`src/core/cdt_pkg.sv`:
```
`default_nettype none
package cdt_pkg;
   // ----------------------------------------------
   // register offsets (byte addresses)
   // ----------------------------------------------
   localparam logic [7:0] OFS_A_LO   = 8'h00;
   localparam logic [7:0] OFS_B_LO   = 8'h04;
   localparam logic [7:0] OFS_C_LO   = 8'h08;
   localparam logic [7:0] OFS_PRE_A  = 8'h0C;
   localparam logic [7:0] OFS_PRE_B  = 8'h10;
   localparam logic [7:0] OFS_PRE_C  = 8'h14;
   localparam logic [7:0] OFS_CTRL   = 8'h18;
   localparam logic [7:0] OFS_MODE_C = 8'h1C;
   localparam logic [7:0] OFS_STAT   = 8'h20;
   localparam logic [7:0] OFS_CLR    = 8'h24;
   localparam logic [7:0] OFS_EN     = 8'h28;
   localparam logic [7:0] BANK_HI    = 8'h40;
   // ----------------------------------------------
   // field positions
   // ----------------------------------------------
   localparam int PRE_MOD   = 0;
   localparam int PRE_EXT   = 1;
   localparam int PRE_DIV_L = 2;
   localparam int CT_A_LD   = 0;
   localparam int CT_A_EN   = 1;
   localparam int CT_B_LD   = 2;
   localparam int CT_B_EN   = 3;
   localparam int MD_LD     = 0;
   localparam int MD_EN     = 1;
   localparam int MD_RELOAD = 2;
   localparam int MD_OUTEN  = 3;
   localparam int MD_EOC    = 7;
   // ----------------------------------------------
   // cascade codes and reset values
   // ----------------------------------------------
   localparam logic [1:0] CASC_C32 = 2'h0;  // a8  b8  c32
   localparam logic [1:0] CASC_C24 = 2'h1;  // a8  b16 c24
   localparam logic [1:0] CASC_A16 = 2'h2;  // a16 b16 c16
   localparam logic [1:0] CASC_B24 = 2'h3;  // a8  b24 c16
   localparam logic [7:0] PRE_RST  = 8'h00;
   localparam logic [7:0] MODE_RST = 8'h00;
   localparam logic [7:0] BYTE_RST = 8'h00;
   localparam logic [2:0] IRQ_RST  = 3'h0;
endpackage : cdt_pkg
`default_nettype wire

```
`src/core/cdt_prescaler.sv`:
```
`timescale 1ns/1ps
`default_nettype none
// divides a stream of source ticks by 1..64 (code 0 means 64)
module cdt_prescaler
   import cdt_pkg::*;
(
   input  wire logic       mclk,
   input  wire logic       rst,
   input  wire logic       restart,
   input  wire logic       src_tick,
   input  wire logic [5:0] div,
   output logic            tick
);
   logic [5:0] cnt_r;

   // -----------------------------------------------
   // divider
   // -----------------------------------------------
   // divide by div
   always_ff @(posedge mclk) begin
      if (rst || restart) begin
         cnt_r <= 6'h00;
         tick  <= 1'b0;
      end else begin
         tick <= 1'b0;
         if (src_tick) begin
            if (cnt_r == div - 6'h01) begin   // 0 - 1 wraps to 63: divide by 64
               cnt_r <= 6'h00;
               tick  <= 1'b1;
            end else begin
               cnt_r <= cnt_r + 6'h01;
            end
         end
      end
   end
endmodule : cdt_prescaler
`default_nettype wire

```
`src/core/cdt_top.sv`:
```
// Register access over APB and the register offsets were chosen for this implementation.
`timescale 1ns/1ps
`default_nettype none
module cdt_top
   import cdt_pkg::*;
(
   input  wire logic        mclk,
   input  wire logic        rst,
   input  wire logic        psel,
   input  wire logic        penable,
   input  wire logic        pwrite,
   input  wire logic [7:0]  paddr,
   input  wire logic [31:0] pwdata,
   output logic [31:0]      prdata,
   output logic             pready,
   output logic             pslverr,
   input  wire logic        port3_bit1,
   input  wire logic        port3_bit2,
   output logic             port3_bit5,
   output logic             timer_a_irq,
   output logic             timer_b_irq,
   output logic             ext_irq_zero,
   output logic             uart_bit_clk,
   output logic             irq
);
   // -----------------------------------------------
   // state
   // -----------------------------------------------
   logic [7:0]  a_lo_r, a_hi_r, b_lo_r, b_hi_r, c_lo_r, c_hi_r;
   logic [7:0]  ra_lo_r, ra_hi_r, rb_lo_r, rb_hi_r, rc_lo_r, rc_hi_r;
   logic [7:0]  pre_a_r, pre_b_r, pre_c_r;
   logic        run_a_r, run_b_r, run_c_r;
   logic        reload_c_r, outen_c_r, eoc_c_r;
   logic [2:0]  stat_r, en_r;
   logic        half_r;
   logic [2:0]  ext_sync_r;
   logic [1:0]  p32_sync_r;
   logic        wr, rd_setup;
   logic        ld_a, ld_b, ld_c, en_a_w, en_b_w, en_c_w;
   logic        tick_a, tick_b, tick_c, src_b;
   logic [31:0] cur_a, cur_b, cur_c, rel_a, rel_b, rel_c;
   logic [31:0] msk_a, msk_b, msk_c, nxt_a, nxt_b, nxt_c;
   logic        term_a, term_b, term_c;
   logic [1:0]  casc;
   logic [31:0] rdata;
   logic        hit;

   assign casc = pre_c_r[1:0];

   // -----------------------------------------------
   // apb slave: one wait state, answer from flops
   // -----------------------------------------------
   assign rd_setup = psel & penable & ~pready;
   assign wr       = psel & penable & pready & pwrite;

   always_ff @(posedge mclk) begin
      if (rst) begin
         pready  <= 1'b0;
         prdata  <= 32'h0000_0000;
         pslverr <= 1'b0;
      end else begin
         pready  <= rd_setup;
         pslverr <= rd_setup & ~hit;
         prdata  <= (rd_setup & ~pwrite) ? rdata : 32'h0000_0000;
      end
   end

   always_comb begin
      hit   = 1'b1;
      rdata = 32'h0000_0000;
      case (paddr)
         OFS_A_LO:           rdata[7:0] = a_lo_r;
         OFS_B_LO:           rdata[7:0] = b_lo_r;
         OFS_C_LO:           rdata[7:0] = c_lo_r;
         OFS_A_LO | BANK_HI: rdata[7:0] = a_hi_r;
         OFS_B_LO | BANK_HI: rdata[7:0] = b_hi_r;
         OFS_C_LO | BANK_HI: rdata[7:0] = c_hi_r;
         OFS_PRE_A:          rdata[7:0] = pre_a_r;
         OFS_PRE_B:          rdata[7:0] = pre_b_r;
         OFS_PRE_C:          rdata[7:0] = pre_c_r;
         OFS_CTRL:           rdata[7:0] = {4'h0, run_b_r, 1'b0, run_a_r, 1'b0};
         OFS_MODE_C:         rdata[7:0] = {eoc_c_r, 3'h0, outen_c_r, reload_c_r, run_c_r, 1'b0};
         OFS_STAT:           rdata[2:0] = stat_r;
         OFS_CLR:            rdata      = 32'h0000_0000;  // write only
         OFS_EN:             rdata[2:0] = en_r;
         default:            hit        = 1'b0;
      endcase
   end

   // write strobes for load and enable
   assign ld_a   = wr & (paddr == OFS_CTRL) & pwdata[CT_A_LD];
   assign ld_b   = wr & (paddr == OFS_CTRL) & pwdata[CT_B_LD];
   assign ld_c   = wr & (paddr == OFS_MODE_C) & pwdata[MD_LD];
   assign en_a_w = wr & (paddr == OFS_CTRL);
   assign en_b_w = en_a_w;
   assign en_c_w = wr & (paddr == OFS_MODE_C);

   // -----------------------------------------------
   // reload and prescale registers
   // -----------------------------------------------
   // reset puts a, b at 8-bit
   // reset puts c at 32-bit, output off
   always_ff @(posedge mclk) begin
      if (rst) begin
         ra_lo_r <= BYTE_RST;
         ra_hi_r <= BYTE_RST;
         rb_lo_r <= BYTE_RST;
         rb_hi_r <= BYTE_RST;
         rc_lo_r <= BYTE_RST;
         rc_hi_r <= BYTE_RST;
         pre_a_r <= PRE_RST;
         pre_b_r <= PRE_RST;
         pre_c_r <= PRE_RST;
         en_r    <= IRQ_RST;
      end else if (wr) begin
         case (paddr)
            OFS_A_LO:           ra_lo_r <= pwdata[7:0];
            OFS_B_LO:           rb_lo_r <= pwdata[7:0];
            OFS_C_LO:           rc_lo_r <= pwdata[7:0];
            OFS_A_LO | BANK_HI: ra_hi_r <= pwdata[7:0];
            OFS_B_LO | BANK_HI: rb_hi_r <= pwdata[7:0];
            OFS_C_LO | BANK_HI: rc_hi_r <= pwdata[7:0];
            OFS_PRE_A:          pre_a_r <= pwdata[7:0];
            OFS_PRE_B:          pre_b_r <= pwdata[7:0];
            OFS_PRE_C:          pre_c_r <= pwdata[7:0];
            OFS_EN:             en_r    <= pwdata[2:0];
            default:            ;
         endcase
      end
   end

   // -----------------------------------------------
   // clock sources and prescalers
   // -----------------------------------------------
   // internal clock is mclk / 2; external pin synced then edge-detected
   always_ff @(posedge mclk) begin
      if (rst) begin
         half_r     <= 1'b0;
         ext_sync_r <= 3'h0;
         p32_sync_r <= 2'h0;
      end else begin
         half_r     <= ~half_r;
         ext_sync_r <= {ext_sync_r[1:0], port3_bit1};
         p32_sync_r <= {p32_sync_r[0], port3_bit2};
      end
   end

   assign src_b = pre_b_r[PRE_EXT] ? (ext_sync_r[1] & ~ext_sync_r[2]) : half_r;

   cdt_prescaler u_pre_a (
      .mclk     (mclk),
      .rst      (rst),
      .restart  (ld_a),
      .src_tick (half_r),
      .div      (pre_a_r[7:PRE_DIV_L]),
      .tick     (tick_a)
   );
   cdt_prescaler u_pre_b (
      .mclk     (mclk),
      .rst      (rst),
      .restart  (ld_b),
      .src_tick (src_b),
      .div      (pre_b_r[7:PRE_DIV_L]),
      .tick     (tick_b)
   );
   cdt_prescaler u_pre_c (
      .mclk     (mclk),
      .rst      (rst),
      .restart  (ld_c),
      .src_tick (half_r),
      .div      (pre_c_r[7:PRE_DIV_L]),
      .tick     (tick_c)
   );

   // -----------------------------------------------
   // cascade assembly
   // -----------------------------------------------
   // sel: 0 = timer_a, 1 = timer_b, 2 = timer_c
   function automatic logic [31:0] pick(input logic [1:0] cm, input logic [1:0] sel,
                                        input logic [7:0] alo, input logic [7:0] ahi,
                                        input logic [7:0] blo, input logic [7:0] bhi,
                                        input logic [7:0] clo, input logic [7:0] chi);
      logic [31:0] v;
      v = 32'h0000_0000;
      case (sel)
         2'h0: v = (cm == CASC_A16) ? {16'h0000, ahi, alo} : {24'h00_0000, alo};
         // timer_b 8, 16 or 24 bits
         2'h1: begin
            case (cm)
               CASC_C32: v = {24'h00_0000, blo};
               CASC_B24: v = {8'h00, ahi, bhi, blo};
               default:  v = {16'h0000, bhi, blo};
            endcase
         end
         // timer_c 16, 24 or 32 bits
         default: begin
            case (cm)
               CASC_C32: v = {ahi, bhi, chi, clo};
               CASC_C24: v = {8'h00, ahi, chi, clo};
               default:  v = {16'h0000, chi, clo};
            endcase
         end
      endcase
      return v;
   endfunction : pick

   // whole value decrements, end at terminal
   always_comb begin
      cur_a = pick(casc, 2'h0, a_lo_r, a_hi_r, b_lo_r, b_hi_r, c_lo_r, c_hi_r);
      cur_b = pick(casc, 2'h1, a_lo_r, a_hi_r, b_lo_r, b_hi_r, c_lo_r, c_hi_r);
      cur_c = pick(casc, 2'h2, a_lo_r, a_hi_r, b_lo_r, b_hi_r, c_lo_r, c_hi_r);
      rel_a = pick(casc, 2'h0, ra_lo_r, ra_hi_r, rb_lo_r, rb_hi_r, rc_lo_r, rc_hi_r);
      rel_b = pick(casc, 2'h1, ra_lo_r, ra_hi_r, rb_lo_r, rb_hi_r, rc_lo_r, rc_hi_r);
      rel_c = pick(casc, 2'h2, ra_lo_r, ra_hi_r, rb_lo_r, rb_hi_r, rc_lo_r, rc_hi_r);
      msk_a = pick(casc, 2'h0, 8'hFF, 8'hFF, 8'hFF, 8'hFF, 8'hFF, 8'hFF);
      msk_b = pick(casc, 2'h1, 8'hFF, 8'hFF, 8'hFF, 8'hFF, 8'hFF, 8'hFF);
      msk_c = pick(casc, 2'h2, 8'hFF, 8'hFF, 8'hFF, 8'hFF, 8'hFF, 8'hFF);
      // end of count at one; zero loaded gives the full range
      term_a = run_a_r & tick_a & (cur_a == 32'h0000_0001);
      term_b = run_b_r & tick_b & (cur_b == 32'h0000_0001);
      term_c = run_c_r & tick_c & (cur_c == 32'h0000_0001);
   end

   always_comb begin
      nxt_a = cur_a;
      nxt_b = cur_b;
      nxt_c = cur_c;
      if (ld_a || (term_a && pre_a_r[PRE_MOD])) nxt_a = rel_a;
      else if (term_a)                          nxt_a = 32'h0000_0000;
      else if (run_a_r && tick_a)               nxt_a = (cur_a - 32'h0000_0001) & msk_a;
      if (ld_b || (term_b && pre_b_r[PRE_MOD])) nxt_b = rel_b;
      else if (term_b)                          nxt_b = 32'h0000_0000;
      else if (run_b_r && tick_b)               nxt_b = (cur_b - 32'h0000_0001) & msk_b;
      if (ld_c || (term_c && reload_c_r))       nxt_c = rel_c;
      else if (term_c)                          nxt_c = 32'h0000_0000;
      else if (run_c_r && tick_c)               nxt_c = (cur_c - 32'h0000_0001) & msk_c;
   end

   // -----------------------------------------------
   // counter bytes, high bytes go to their owner
   // -----------------------------------------------
   always_ff @(posedge mclk) begin
      if (rst) begin
         a_lo_r <= BYTE_RST;
         a_hi_r <= BYTE_RST;
         b_lo_r <= BYTE_RST;
         b_hi_r <= BYTE_RST;
         c_lo_r <= BYTE_RST;
         c_hi_r <= BYTE_RST;
      end else begin
         a_lo_r <= nxt_a[7:0];
         b_lo_r <= nxt_b[7:0];
         c_lo_r <= nxt_c[7:0];
         c_hi_r <= nxt_c[15:8];
         case (casc)
            CASC_C32: begin
               a_hi_r <= nxt_c[31:24];
               b_hi_r <= nxt_c[23:16];
            end
            CASC_C24: begin
               a_hi_r <= nxt_c[23:16];
               b_hi_r <= nxt_b[15:8];
            end
            CASC_A16: begin
               a_hi_r <= nxt_a[15:8];
               b_hi_r <= nxt_b[15:8];
            end
            default: begin
               a_hi_r <= nxt_b[23:16];
               b_hi_r <= nxt_b[15:8];
            end
         endcase
      end
   end

   // -----------------------------------------------
   // run control, single pass stops at end
   // -----------------------------------------------
   always_ff @(posedge mclk) begin
      if (rst) begin
         run_a_r <= 1'b0;
         run_b_r <= 1'b0;
      end else begin
         if (en_a_w)                          run_a_r <= pwdata[CT_A_EN];
         else if (term_a && !pre_a_r[PRE_MOD]) run_a_r <= 1'b0;
         if (en_b_w)                          run_b_r <= pwdata[CT_B_EN];
         else if (term_b && !pre_b_r[PRE_MOD]) run_b_r <= 1'b0;
      end
   end

   // timer_c mode register; the end flag set beats a clearing write
   always_ff @(posedge mclk) begin
      if (rst) begin
         run_c_r    <= MODE_RST[MD_EN];
         reload_c_r <= MODE_RST[MD_RELOAD];
         outen_c_r  <= MODE_RST[MD_OUTEN];
         eoc_c_r    <= MODE_RST[MD_EOC];
      end else begin
         if (en_c_w) begin
            reload_c_r <= pwdata[MD_RELOAD];
            outen_c_r  <= pwdata[MD_OUTEN];
         end
         if (en_c_w)                  run_c_r <= pwdata[MD_EN];
         else if (term_c && !reload_c_r) run_c_r <= 1'b0;
         // set by hardware, cleared by software
         if (term_c)      eoc_c_r <= 1'b1;
         else if (en_c_w) eoc_c_r <= eoc_c_r & pwdata[MD_EOC];
      end
   end

   // -----------------------------------------------
   // outputs to pins and interrupt lines
   // -----------------------------------------------
   always_ff @(posedge mclk) begin
      if (rst) begin
         port3_bit5   <= 1'b0;
         timer_a_irq  <= 1'b0;
         timer_b_irq  <= 1'b0;
         ext_irq_zero <= 1'b0;
         uart_bit_clk <= 1'b0;
      end else begin
         if (!outen_c_r)  port3_bit5 <= 1'b0;
         else if (term_c) port3_bit5 <= ~port3_bit5;
         timer_a_irq  <= term_a;
         timer_b_irq  <= term_b;
         ext_irq_zero <= (term_c & outen_c_r) | p32_sync_r[1];
         if (term_a) uart_bit_clk <= ~uart_bit_clk;
      end
   end

   // sticky status: set wins over clear in the same cycle
   always_ff @(posedge mclk) begin
      if (rst) begin
         stat_r <= IRQ_RST;
         irq    <= 1'b0;
      end else begin
         stat_r <= (stat_r & ~((wr && paddr == OFS_CLR) ? pwdata[2:0] : 3'h0))
                   | {term_c & outen_c_r, term_b, term_a};
         irq    <= |(stat_r & en_r);
      end
   end
endmodule : cdt_top
`default_nettype wire
```
`config.mk`:
```
export PLATFORM = sky130hd
export DESIGN_NAME = cdt_top
export DESIGN_NICKNAME = d
export VERILOG_FILES = /design/src/core/cdt_pkg.sv /design/src/core/cdt_prescaler.sv /design/src/core/cdt_top.sv
export SDC_FILE = /design/constraint.sdc
export NUM_CORES = 1
export LEC_CHECK = 0
export ABC_AREA = 1
export BUFFER_PORTS_ARGS = -buffer_cell sky130_fd_sc_hd__buf_4
export CORE_ASPECT_RATIO = 0.8
export CORE_MARGIN = 5
export CORE_UTILIZATION = 55
export DETAILED_ROUTE_END_ITERATION = 8
export PLACE_DENSITY_LB_ADDON = 0.2
export REMOVE_ABC_BUFFERS = 1
export SYNTH_ARGS = -nofsm -noshare
export SYNTH_HDL_FRONTEND = slang
export SYNTH_SLANG_ARGS = --single-unit
```
`constraint.sdc`:
```
create_clock -name mclk -period 2 [get_ports mclk]
set_input_delay 0.6 -clock mclk [delete_from_list [all_inputs] [get_ports mclk]]
set_output_delay 0.6 -clock mclk [all_outputs]
set_load 0.05 [all_outputs]
```
==> results of run 1 <==
==> flip-flops by register name, indices dropped and copies added, names as in the netlist, 6 cells and up <==
name,count
rc_hi_r,8
ra_hi_r,8
b_lo_r,8
a_hi_r,8
pre_b_r,8
rb_lo_r,8
rb_hi_r,8
u_pre_c.cnt_r,6
c_hi_r,8
pre_a_r,8
prdata,8
u_pre_b.cnt_r,6
ra_lo_r,8
pre_c_r,8
c_lo_r,8
b_hi_r,8
a_lo_r,8
rc_lo_r,8
u_pre_a.cnt_r,6
==> placed cells by master (no fill, tap or decap), types with 4 or more instances in the layout <==
cell type / count
sky130_fd_sc_hd__nor3_1: 23
sky130_fd_sc_hd__nand3_2: 13
sky130_fd_sc_hd__a221oi_1: 14
sky130_fd_sc_hd__o21ai_0: 135
sky130_fd_sc_hd__buf_6: 16
sky130_fd_sc_hd__dfxtp_1: 172
sky130_fd_sc_hd__a21oi_1: 111
sky130_fd_sc_hd__a22oi_2: 7
sky130_fd_sc_hd__a31oi_1: 10
sky130_fd_sc_hd__inv_8: 7
sky130_fd_sc_hd__o21ai_1: 20
sky130_fd_sc_hd__a21oi_2: 15
sky130_fd_sc_hd__o211ai_1: 9
sky130_fd_sc_hd__buf_4: 316
sky130_fd_sc_hd__inv_1: 163
sky130_fd_sc_hd__o21ai_2: 9
sky130_fd_sc_hd__buf_12: 14
sky130_fd_sc_hd__nor2_2: 27
sky130_fd_sc_hd__nand3_1: 105
sky130_fd_sc_hd__inv_2: 10
sky130_fd_sc_hd__or2_2: 4
sky130_fd_sc_hd__ha_1: 14
sky130_fd_sc_hd__conb_1: 24
sky130_fd_sc_hd__nand4_1: 28
sky130_fd_sc_hd__a22oi_1: 5
sky130_fd_sc_hd__clkbuf_16: 18
sky130_fd_sc_hd__xnor2_1: 21
sky130_fd_sc_hd__nand2_2: 46
sky130_fd_sc_hd__ha_4: 4
sky130_fd_sc_hd__xor2_1: 34
sky130_fd_sc_hd__nor2_1: 170
sky130_fd_sc_hd__nand2_4: 13
sky130_fd_sc_hd__nand2_1: 289
sky130_fd_sc_hd__o22ai_1: 16
sky130_fd_sc_hd__nor2_4: 25
==> cell families after synthesis <==
group,after synthesis,share of synthesized area (%)
simple gates,762,30.9
compound gates,366,19.3
buf+inv,262,10.7
flops,175,32.5
xor+xnor,55,4.47
fa+ha+maj,18,2.09
other cells,1,0.0348
==> repair_timing <==
action | in CTS | in global routing
endpoints found under the setup margin | 53 | 112
setup buffers | 23 | 19
gates resized for setup | 73 | 144
gates cloned | 3 | 4
pin swaps | 22 | 58
hold buffers | 0 | 0
==> cells in the mapped netlist (4+ instances only) <==
cell type,count
sky130_fd_sc_hd__o21ai_2,5
sky130_fd_sc_hd__o21ai_1,9
sky130_fd_sc_hd__buf_4,27
sky130_fd_sc_hd__ha_1,18
sky130_fd_sc_hd__nor2_4,6
sky130_fd_sc_hd__nand2_1,335
sky130_fd_sc_hd__buf_2,15
sky130_fd_sc_hd__nor2_1,199
sky130_fd_sc_hd__a22oi_1,9
sky130_fd_sc_hd__clkinv_1,4
sky130_fd_sc_hd__nor3_1,26
sky130_fd_sc_hd__o22ai_1,16
sky130_fd_sc_hd__a31oi_1,12
sky130_fd_sc_hd__dfxtp_1,175
sky130_fd_sc_hd__o21ai_0,151
sky130_fd_sc_hd__a221oi_1,14
sky130_fd_sc_hd__nand4_1,28
sky130_fd_sc_hd__xor2_1,34
sky130_fd_sc_hd__buf_1,7
sky130_fd_sc_hd__nand3_2,4
sky130_fd_sc_hd__inv_1,170
sky130_fd_sc_hd__xnor2_1,21
sky130_fd_sc_hd__nand3_1,117
sky130_fd_sc_hd__buf_6,6
sky130_fd_sc_hd__a21oi_1,126
sky130_fd_sc_hd__inv_2,4
sky130_fd_sc_hd__nor2_2,16
sky130_fd_sc_hd__or2_2,4
sky130_fd_sc_hd__o211ai_1,9
sky130_fd_sc_hd__clkbuf_1,28
sky130_fd_sc_hd__nand2_2,14
==> path summary, 6_finish.rpt <==
check,startpoint,end,slack [ns],depth (start not counted)
hold / removal,port3_bit2,p32_sync_r[0],0.34,3
hold reg to reg,ext_sync_r[0],ext_sync_r[1],0.41,2
setup / recovery,pre_c_r[0],b_hi_r[3],-0.45,15
setup reg to reg,pre_c_r[0],b_hi_r[3],-0.45,15
==> worst min-delay path, stage by stage <==
cell and delay (ns):
sky130_fd_sc_hd__buf_4 0.08, sky130_fd_sc_hd__inv_1 0.03, sky130_fd_sc_hd__nor2_1 0.06
==> metal layers <==
metal / up-vias / share of wire (%) / track usage [%]
met1: 6055 / 40 / 49.1
met4: 2 / 4.7 / 17.0
li1: 6016 / - / -
met5: - / 0.027 / 0
met3: 188 / 12 / 11.1
met2: 850 / 44 / 56.4
==> cell type report <==
class / count / area share [%]
multi-input combinational: 1226 / 46.0
sequential: 175 / 23.5
timing repair buffer: 351 / 19.6
inverter: 179 / 4.60
clock buffer: 17 / 2.85
tap: 258 / 2.16
clock inverter: 15 / 1.22
==> per-stage QoR <==
step                total power, mW  setup slack, ns  utilization, %  hold WS, ns
finish                         7.48           -0.454            77.9        0.343
global route                   7.66           -0.577            77.9        0.362
CTS                            7.45           -0.284            74.3        0.337
detailed placement             4.01           -0.467            68.5        0.400
global placement               4.00           -0.430            68.5        0.391
floorplan                      3.80           -0.589               -        0.388
==> power by group <==
group          total (mW)  switching [mW]  internal [mW]  leakage [nW]
clock                3.53            1.82           1.72         0.294
combinational       0.439           0.326          0.113          4.98
sequential           3.51          0.0137           3.50          1.41
total                7.48            2.15           5.33          6.69
==> metrics, run 1 <==
EDFF count, synth 0; routed len/inst 20.2 microns; largest net degree at the start of global routing 48; number of input and output port buffers inserted 38; data required time of the critical path 2.38 ns; final design area excluding fillers 14900 sq um; clock root buffer sky130_fd_sc_hd__clkbuf_16; top area cells in the synthesized netlist sky130_fd_sc_hd__dfxtp_1, sky130_fd_sc_hd__nand2_1, sky130_fd_sc_hd__o21ai_0; sequential fraction of the synthesis area 32.5%; area growth from synthesis to layout 38.4%; Post-DP Area 13100 sq um; overall overflow remaining after global route 0; Synth Warn # 0; Final Slew Violations 0; cell repeated most along the worst path sky130_fd_sc_hd__nor2_4; setup tns final -12.97 ns; row count 45; Netlist cell types 48; WL final 44800 microns; Relative slew margins 61.8%; initial core utilization 56.3%; clk_skew between 0.02 and 0.025 ns; maximum level of the CTS H-tree 4; Core Box Area 19100 sq um; netlist area before placement 10800 sq um; Max Fclk slightly above 400 MHz; LEAKAGE around 6.7 nW; total instance count after detailed placement roughly 2100; final net count 2015; critical path class reg2reg; status complete, but fails checks; number of buffers and inverters on the critical path 3; number of storage elements in the synthesis netlist 175; cell chain of the critical path inv_2 > ha_4 > nor2_4 > buf_6 > nor2_4 > nor2_4 > nand2_4 > nor3_4 > nand2_2 > o21ai_4 > buf_12 > nand3_2 > o211ai_1 > nand2_1 > nor2_1; final setup slack of the worst path -0.454 ns; post-synth top area share 32.5%; half-perimeter wire length of the detailed placement result between 30000 and 40000 microns; filler cell count between 1000 and 1500; register cell area after layout 3510 sq um; library cell contributing the largest single delay on the critical path sky130_fd_sc_hd__dfxtp_2; cts bufs inserted 17; overall die height 135 microns; Total Die Area 22500 sq um; Least-Margin Pin Slew 0.567 ns; sinks on the clock net 175; longest individual stage delay on the worst path roughly 0.36 ns; final cycle utilization of the critical path 123%; Final ANT Viol Nets 0; width of the die between 150 and 200 microns; worst-path maximum fanout 6; Yosys top cell by area sky130_fd_sc_hd__dfxtp_1; Crit. End Element flip-flop; Main synth FF type sky130_fd_sc_hd__dfxtp_1; GRT Total Usage 37.2%; first-pass GRT wire length 65700 microns; setup repair after global routing missed its margin true; share of cells above drive strength 1 29.6%; via count of the first global-routing pass 12100; CP startpoint kind flip-flop; PD cells around 500 nW/um^2; multi-input gate area in the final layout 6870 sq um; antenna cells 0; vias after detailed routing 13100; number of maximum-capacitance violations 0; boundary pin count 87; clock transition at the register clock pins on the worst setup and hold paths after CTS 0.08 ns; post-route minimum period 2.45 ns; length of the first detailed-routing pass in iterations 6; failing checks negative setup slack; worst-skew pair later-pin latency roughly 0.46 ns; antenna violations before repair 1; routability cong. 1.06; TritonCTS clock tree done; async set-or-reset flop fraction in the synthesized netlist 0%; DRC errors left 0; number of DRC markers after the initial detailed-route iteration 1721; data arrival time of the worst path 2.83 ns; post-synthesis cell count 1639; IR Drop Worst-Case VDD 0.531 mV; worst min path class in2reg; mean instance size in the synthesized netlist 6.58 sq um; maximum clock insertion buffer count 2; CP top delay family simple AND/OR/NAND/NOR gates; post-layout instance count excluding filler cells 2221; vias per inst 5.90; Final Hold Fails 0; Final setup violation count 47
(Power assumes the default switching activity.)
==> inputs of run 2 (changes only) <==
--- a/config.mk
+++ b/config.mk
@@ -8,7 +8,7 @@
 export ABC_AREA = 1
 export BUFFER_PORTS_ARGS = -buffer_cell sky130_fd_sc_hd__buf_4
 export CORE_ASPECT_RATIO = 0.8
-export CORE_MARGIN = 5
+export CORE_MARGIN = 10
 export CORE_UTILIZATION = 55
 export DETAILED_ROUTE_END_ITERATION = 8
 export PLACE_DENSITY_LB_ADDON = 0.2
==> run 2 against run 1 <==
  * The run still ends with negative setup slack left
  * Via count up 1.9%
  * Worst hold slack worse by 0.0016 ns
  * Routed wire length up 2.3%
  * Utilization up 1.0 points
  * Flip-flop and latch count unchanged
  * Die area up 14%
  * Clock power up 6%
  * Global-route usage down 4.1 points
  * Clock skew down 0.011 ns
  * Fmax up 2.0%
  * Non-clock buffer count up 20
==> metrics, run 2 (same netlist as run 1, synthesis figures left out) <==
vias per inst 5.95 (+0.86%); Least-Margin Pin Slew 0.544 ns (-0.0237 ns); final setup slack of the worst path -0.406 ns (+0.0481 ns); TritonCTS clock tree done; total instance count after detailed placement 2162 (+0.93%); row count 45 (unchanged); Final Slew Violations 0 (unchanged); half-perimeter wire length of the detailed placement result 32600 microns (+4.4%); total power 7.70 mW (+2.9%); data required time of the critical path 2.40 ns (+0.02 ns); boundary pin count 87 (unchanged); sinks on the clock net 175 (unchanged); worst min path class in2reg; Total Die Area 25600 sq um (+14%); setup tns final -13.71 ns (-0.735 ns); most common cell after layout, fill and taps aside sky130_fd_sc_hd__buf_4; post-route minimum period 2.41 ns (-0.0481 ns); minimum hold slack 0.342 ns (-0.00157 ns); number of input and output port buffers inserted 38 (unchanged); routability cong. 1.05 (-1.0%); library cell contributing the largest single delay on the critical path sky130_fd_sc_hd__dfxtp_2; Relative slew margins 63.7% (+1.9 points); worst-path maximum fanout 5 (-1); Max Fclk 416 MHz (+2.0%); CP startpoint kind flip-flop; overall overflow remaining after global route 0 (unchanged); first-pass GRT wire length 67300 microns (+2.4%); antenna cells 0 (unchanged); longest individual stage delay on the worst path 0.35 ns (about the same); cell repeated most along the worst path sky130_fd_sc_hd__nor2_4; maximum clock insertion buffer count 2 (unchanged); highest-count cells in the layout ignoring fill and taps sky130_fd_sc_hd__buf_4, sky130_fd_sc_hd__nand2_1, sky130_fd_sc_hd__nor2_1, sky130_fd_sc_hd__dfxtp_1, sky130_fd_sc_hd__inv_1; failing checks negative setup slack; GRT Total Usage 33.1% (-4.1 points); post-layout instance count excluding filler cells 2243 (+0.99%); antenna violations before repair 0 (-1); Crit. End Element flip-flop; clock root buffer sky130_fd_sc_hd__clkbuf_16; IR Drop Worst-Case VDD 0.535 mV (+0.75%); overall die height 145 microns (+7.4%); LEAKAGE 6.85 nW (+2.3%); maximum level of the CTS H-tree 4 (unchanged); PD cells 509 nW/um^2 (+1.6%); via count of the first global-routing pass 12300 (+1.4%); worst-skew pair later-pin latency 0.45 ns (about the same); WL final 45800 microns (+2.3%); number of DRC markers after the initial detailed-route iteration 1841 (+7.0%); Core Box Area 19100 sq um (unchanged); share of cells above drive strength 1 31.1% (+1.5 points); Final ANT Viol Nets 0 (unchanged); final cycle utilization of the critical path 120% (-2.4 points); cts bufs inserted 17 (unchanged); clk_skew 0.00931 ns (-0.0112 ns); critical path class reg2reg; initial core utilization 56.3% (unchanged); length of the first detailed-routing pass in iterations 6 (unchanged); post-cts hold buffer count 0 (unchanged); Final Hold Fails 0 (unchanged); number of maximum-capacitance violations 0 (unchanged); clock transition at the register clock pins on the worst setup and hold paths after CTS 0.08 ns (about the same); DRC errors left 0 (unchanged); vias after detailed routing 13400 (+1.9%); setup repair after global routing missed its margin true; area growth from synthesis to layout 40.2%; final net count 2037 (+1.1%); largest net degree at the start of global routing 29 (-40%); Final setup violation count 46 (-2.1%); cell chain of the critical path inv_2 > ha_4 > nor2_4 > buf_6 > nor2_4 > nor2_4 > nand2_2 > buf_4 > nor2_4 > nand2_4 > o21ai_4 > buf_6 > nand2_1 > o211ai_1 > o211ai_1 > inv_1; data arrival time of the worst path 2.81 ns (-0.02 ns); routed len/inst 20.4 microns (+1.3%); width of the die 177 microns (+6.0%); status complete, but fails checks
run 2: path summary, 6_finish.rpt:
path / from / endpoint / slack (ns) / cells past startpoint
worst max-delay path: pre_c_r[0] / b_lo_r[5] / -0.41 / 16
worst min register to register: p32_sync_r[0] / p32_sync_r[1] / 0.41 / 2
worst max register to register: pre_c_r[0] / b_lo_r[5] / -0.41 / 16
worst min-delay path: port3_bit1 / ext_sync_r[0] / 0.34 / 3
run 2: where the power goes:
group	total, mW	internal (mW)	switching, mW
Clock	3.73	1.94	1.78
Combinational	0.461	0.128	0.334
Sequential	3.51	3.50	0.0134
Total	7.70	5.57	2.13
run 2: layer usage:
metal	global-route usage (%)	share of wire [%]
met1	43.9	39
met5	0	0
met3	8.00	13
met4	12.1	4.8
met2	51.0	43
run 2: timing repair:
action,CTS,global route
pin swaps,35,52
hold endpoints to repair,0,0
gates resized for setup,131,103
setup endpoints to repair,53,62
buffers inserted,29,17
cloned,4,4
run 2: per-stage QoR:
step / worst slack (ns) / instance area (sq um) / utilization [%]
6_report: -0.406 / 15100 / 79.0
5_1_grt: -0.504 / 15100 / 79.0
4_1_cts: -0.291 / 14600 / 76.3
3_5_place_dp: -0.540 / 13300 / 69.3
3_3_place_gp: -0.485 / 13300 / 69.3
2_1_floorplan: -0.589 / 10400 / -
run 2: area by class of cell:
cell class,instances,area [sq um]
Multi-Input combinational cell,1227,6890
Fill cell,1446,4030
Sequential cell,175,3510
Timing Repair Buffer,371,3040
Inverter,179,693
Clock buffer,17,425
Tap cell,258,323
Clock inverter,15,218
Timing Repair inverter,1,16.3
run 2: worst max-delay path, delay by kind of cell, from the launching register on:
| family | cells | cell delay (ns) |
|---|---|---|
| buffers and inverters | 5 | 0.56 |
| DFF | 1 | 0.35 |
| and+or+nand+nor | 7 | 0.72 |
| adders and majority gates | 1 | 0.25 |
| AOI/OAI and AO/OA | 3 | 0.48 |
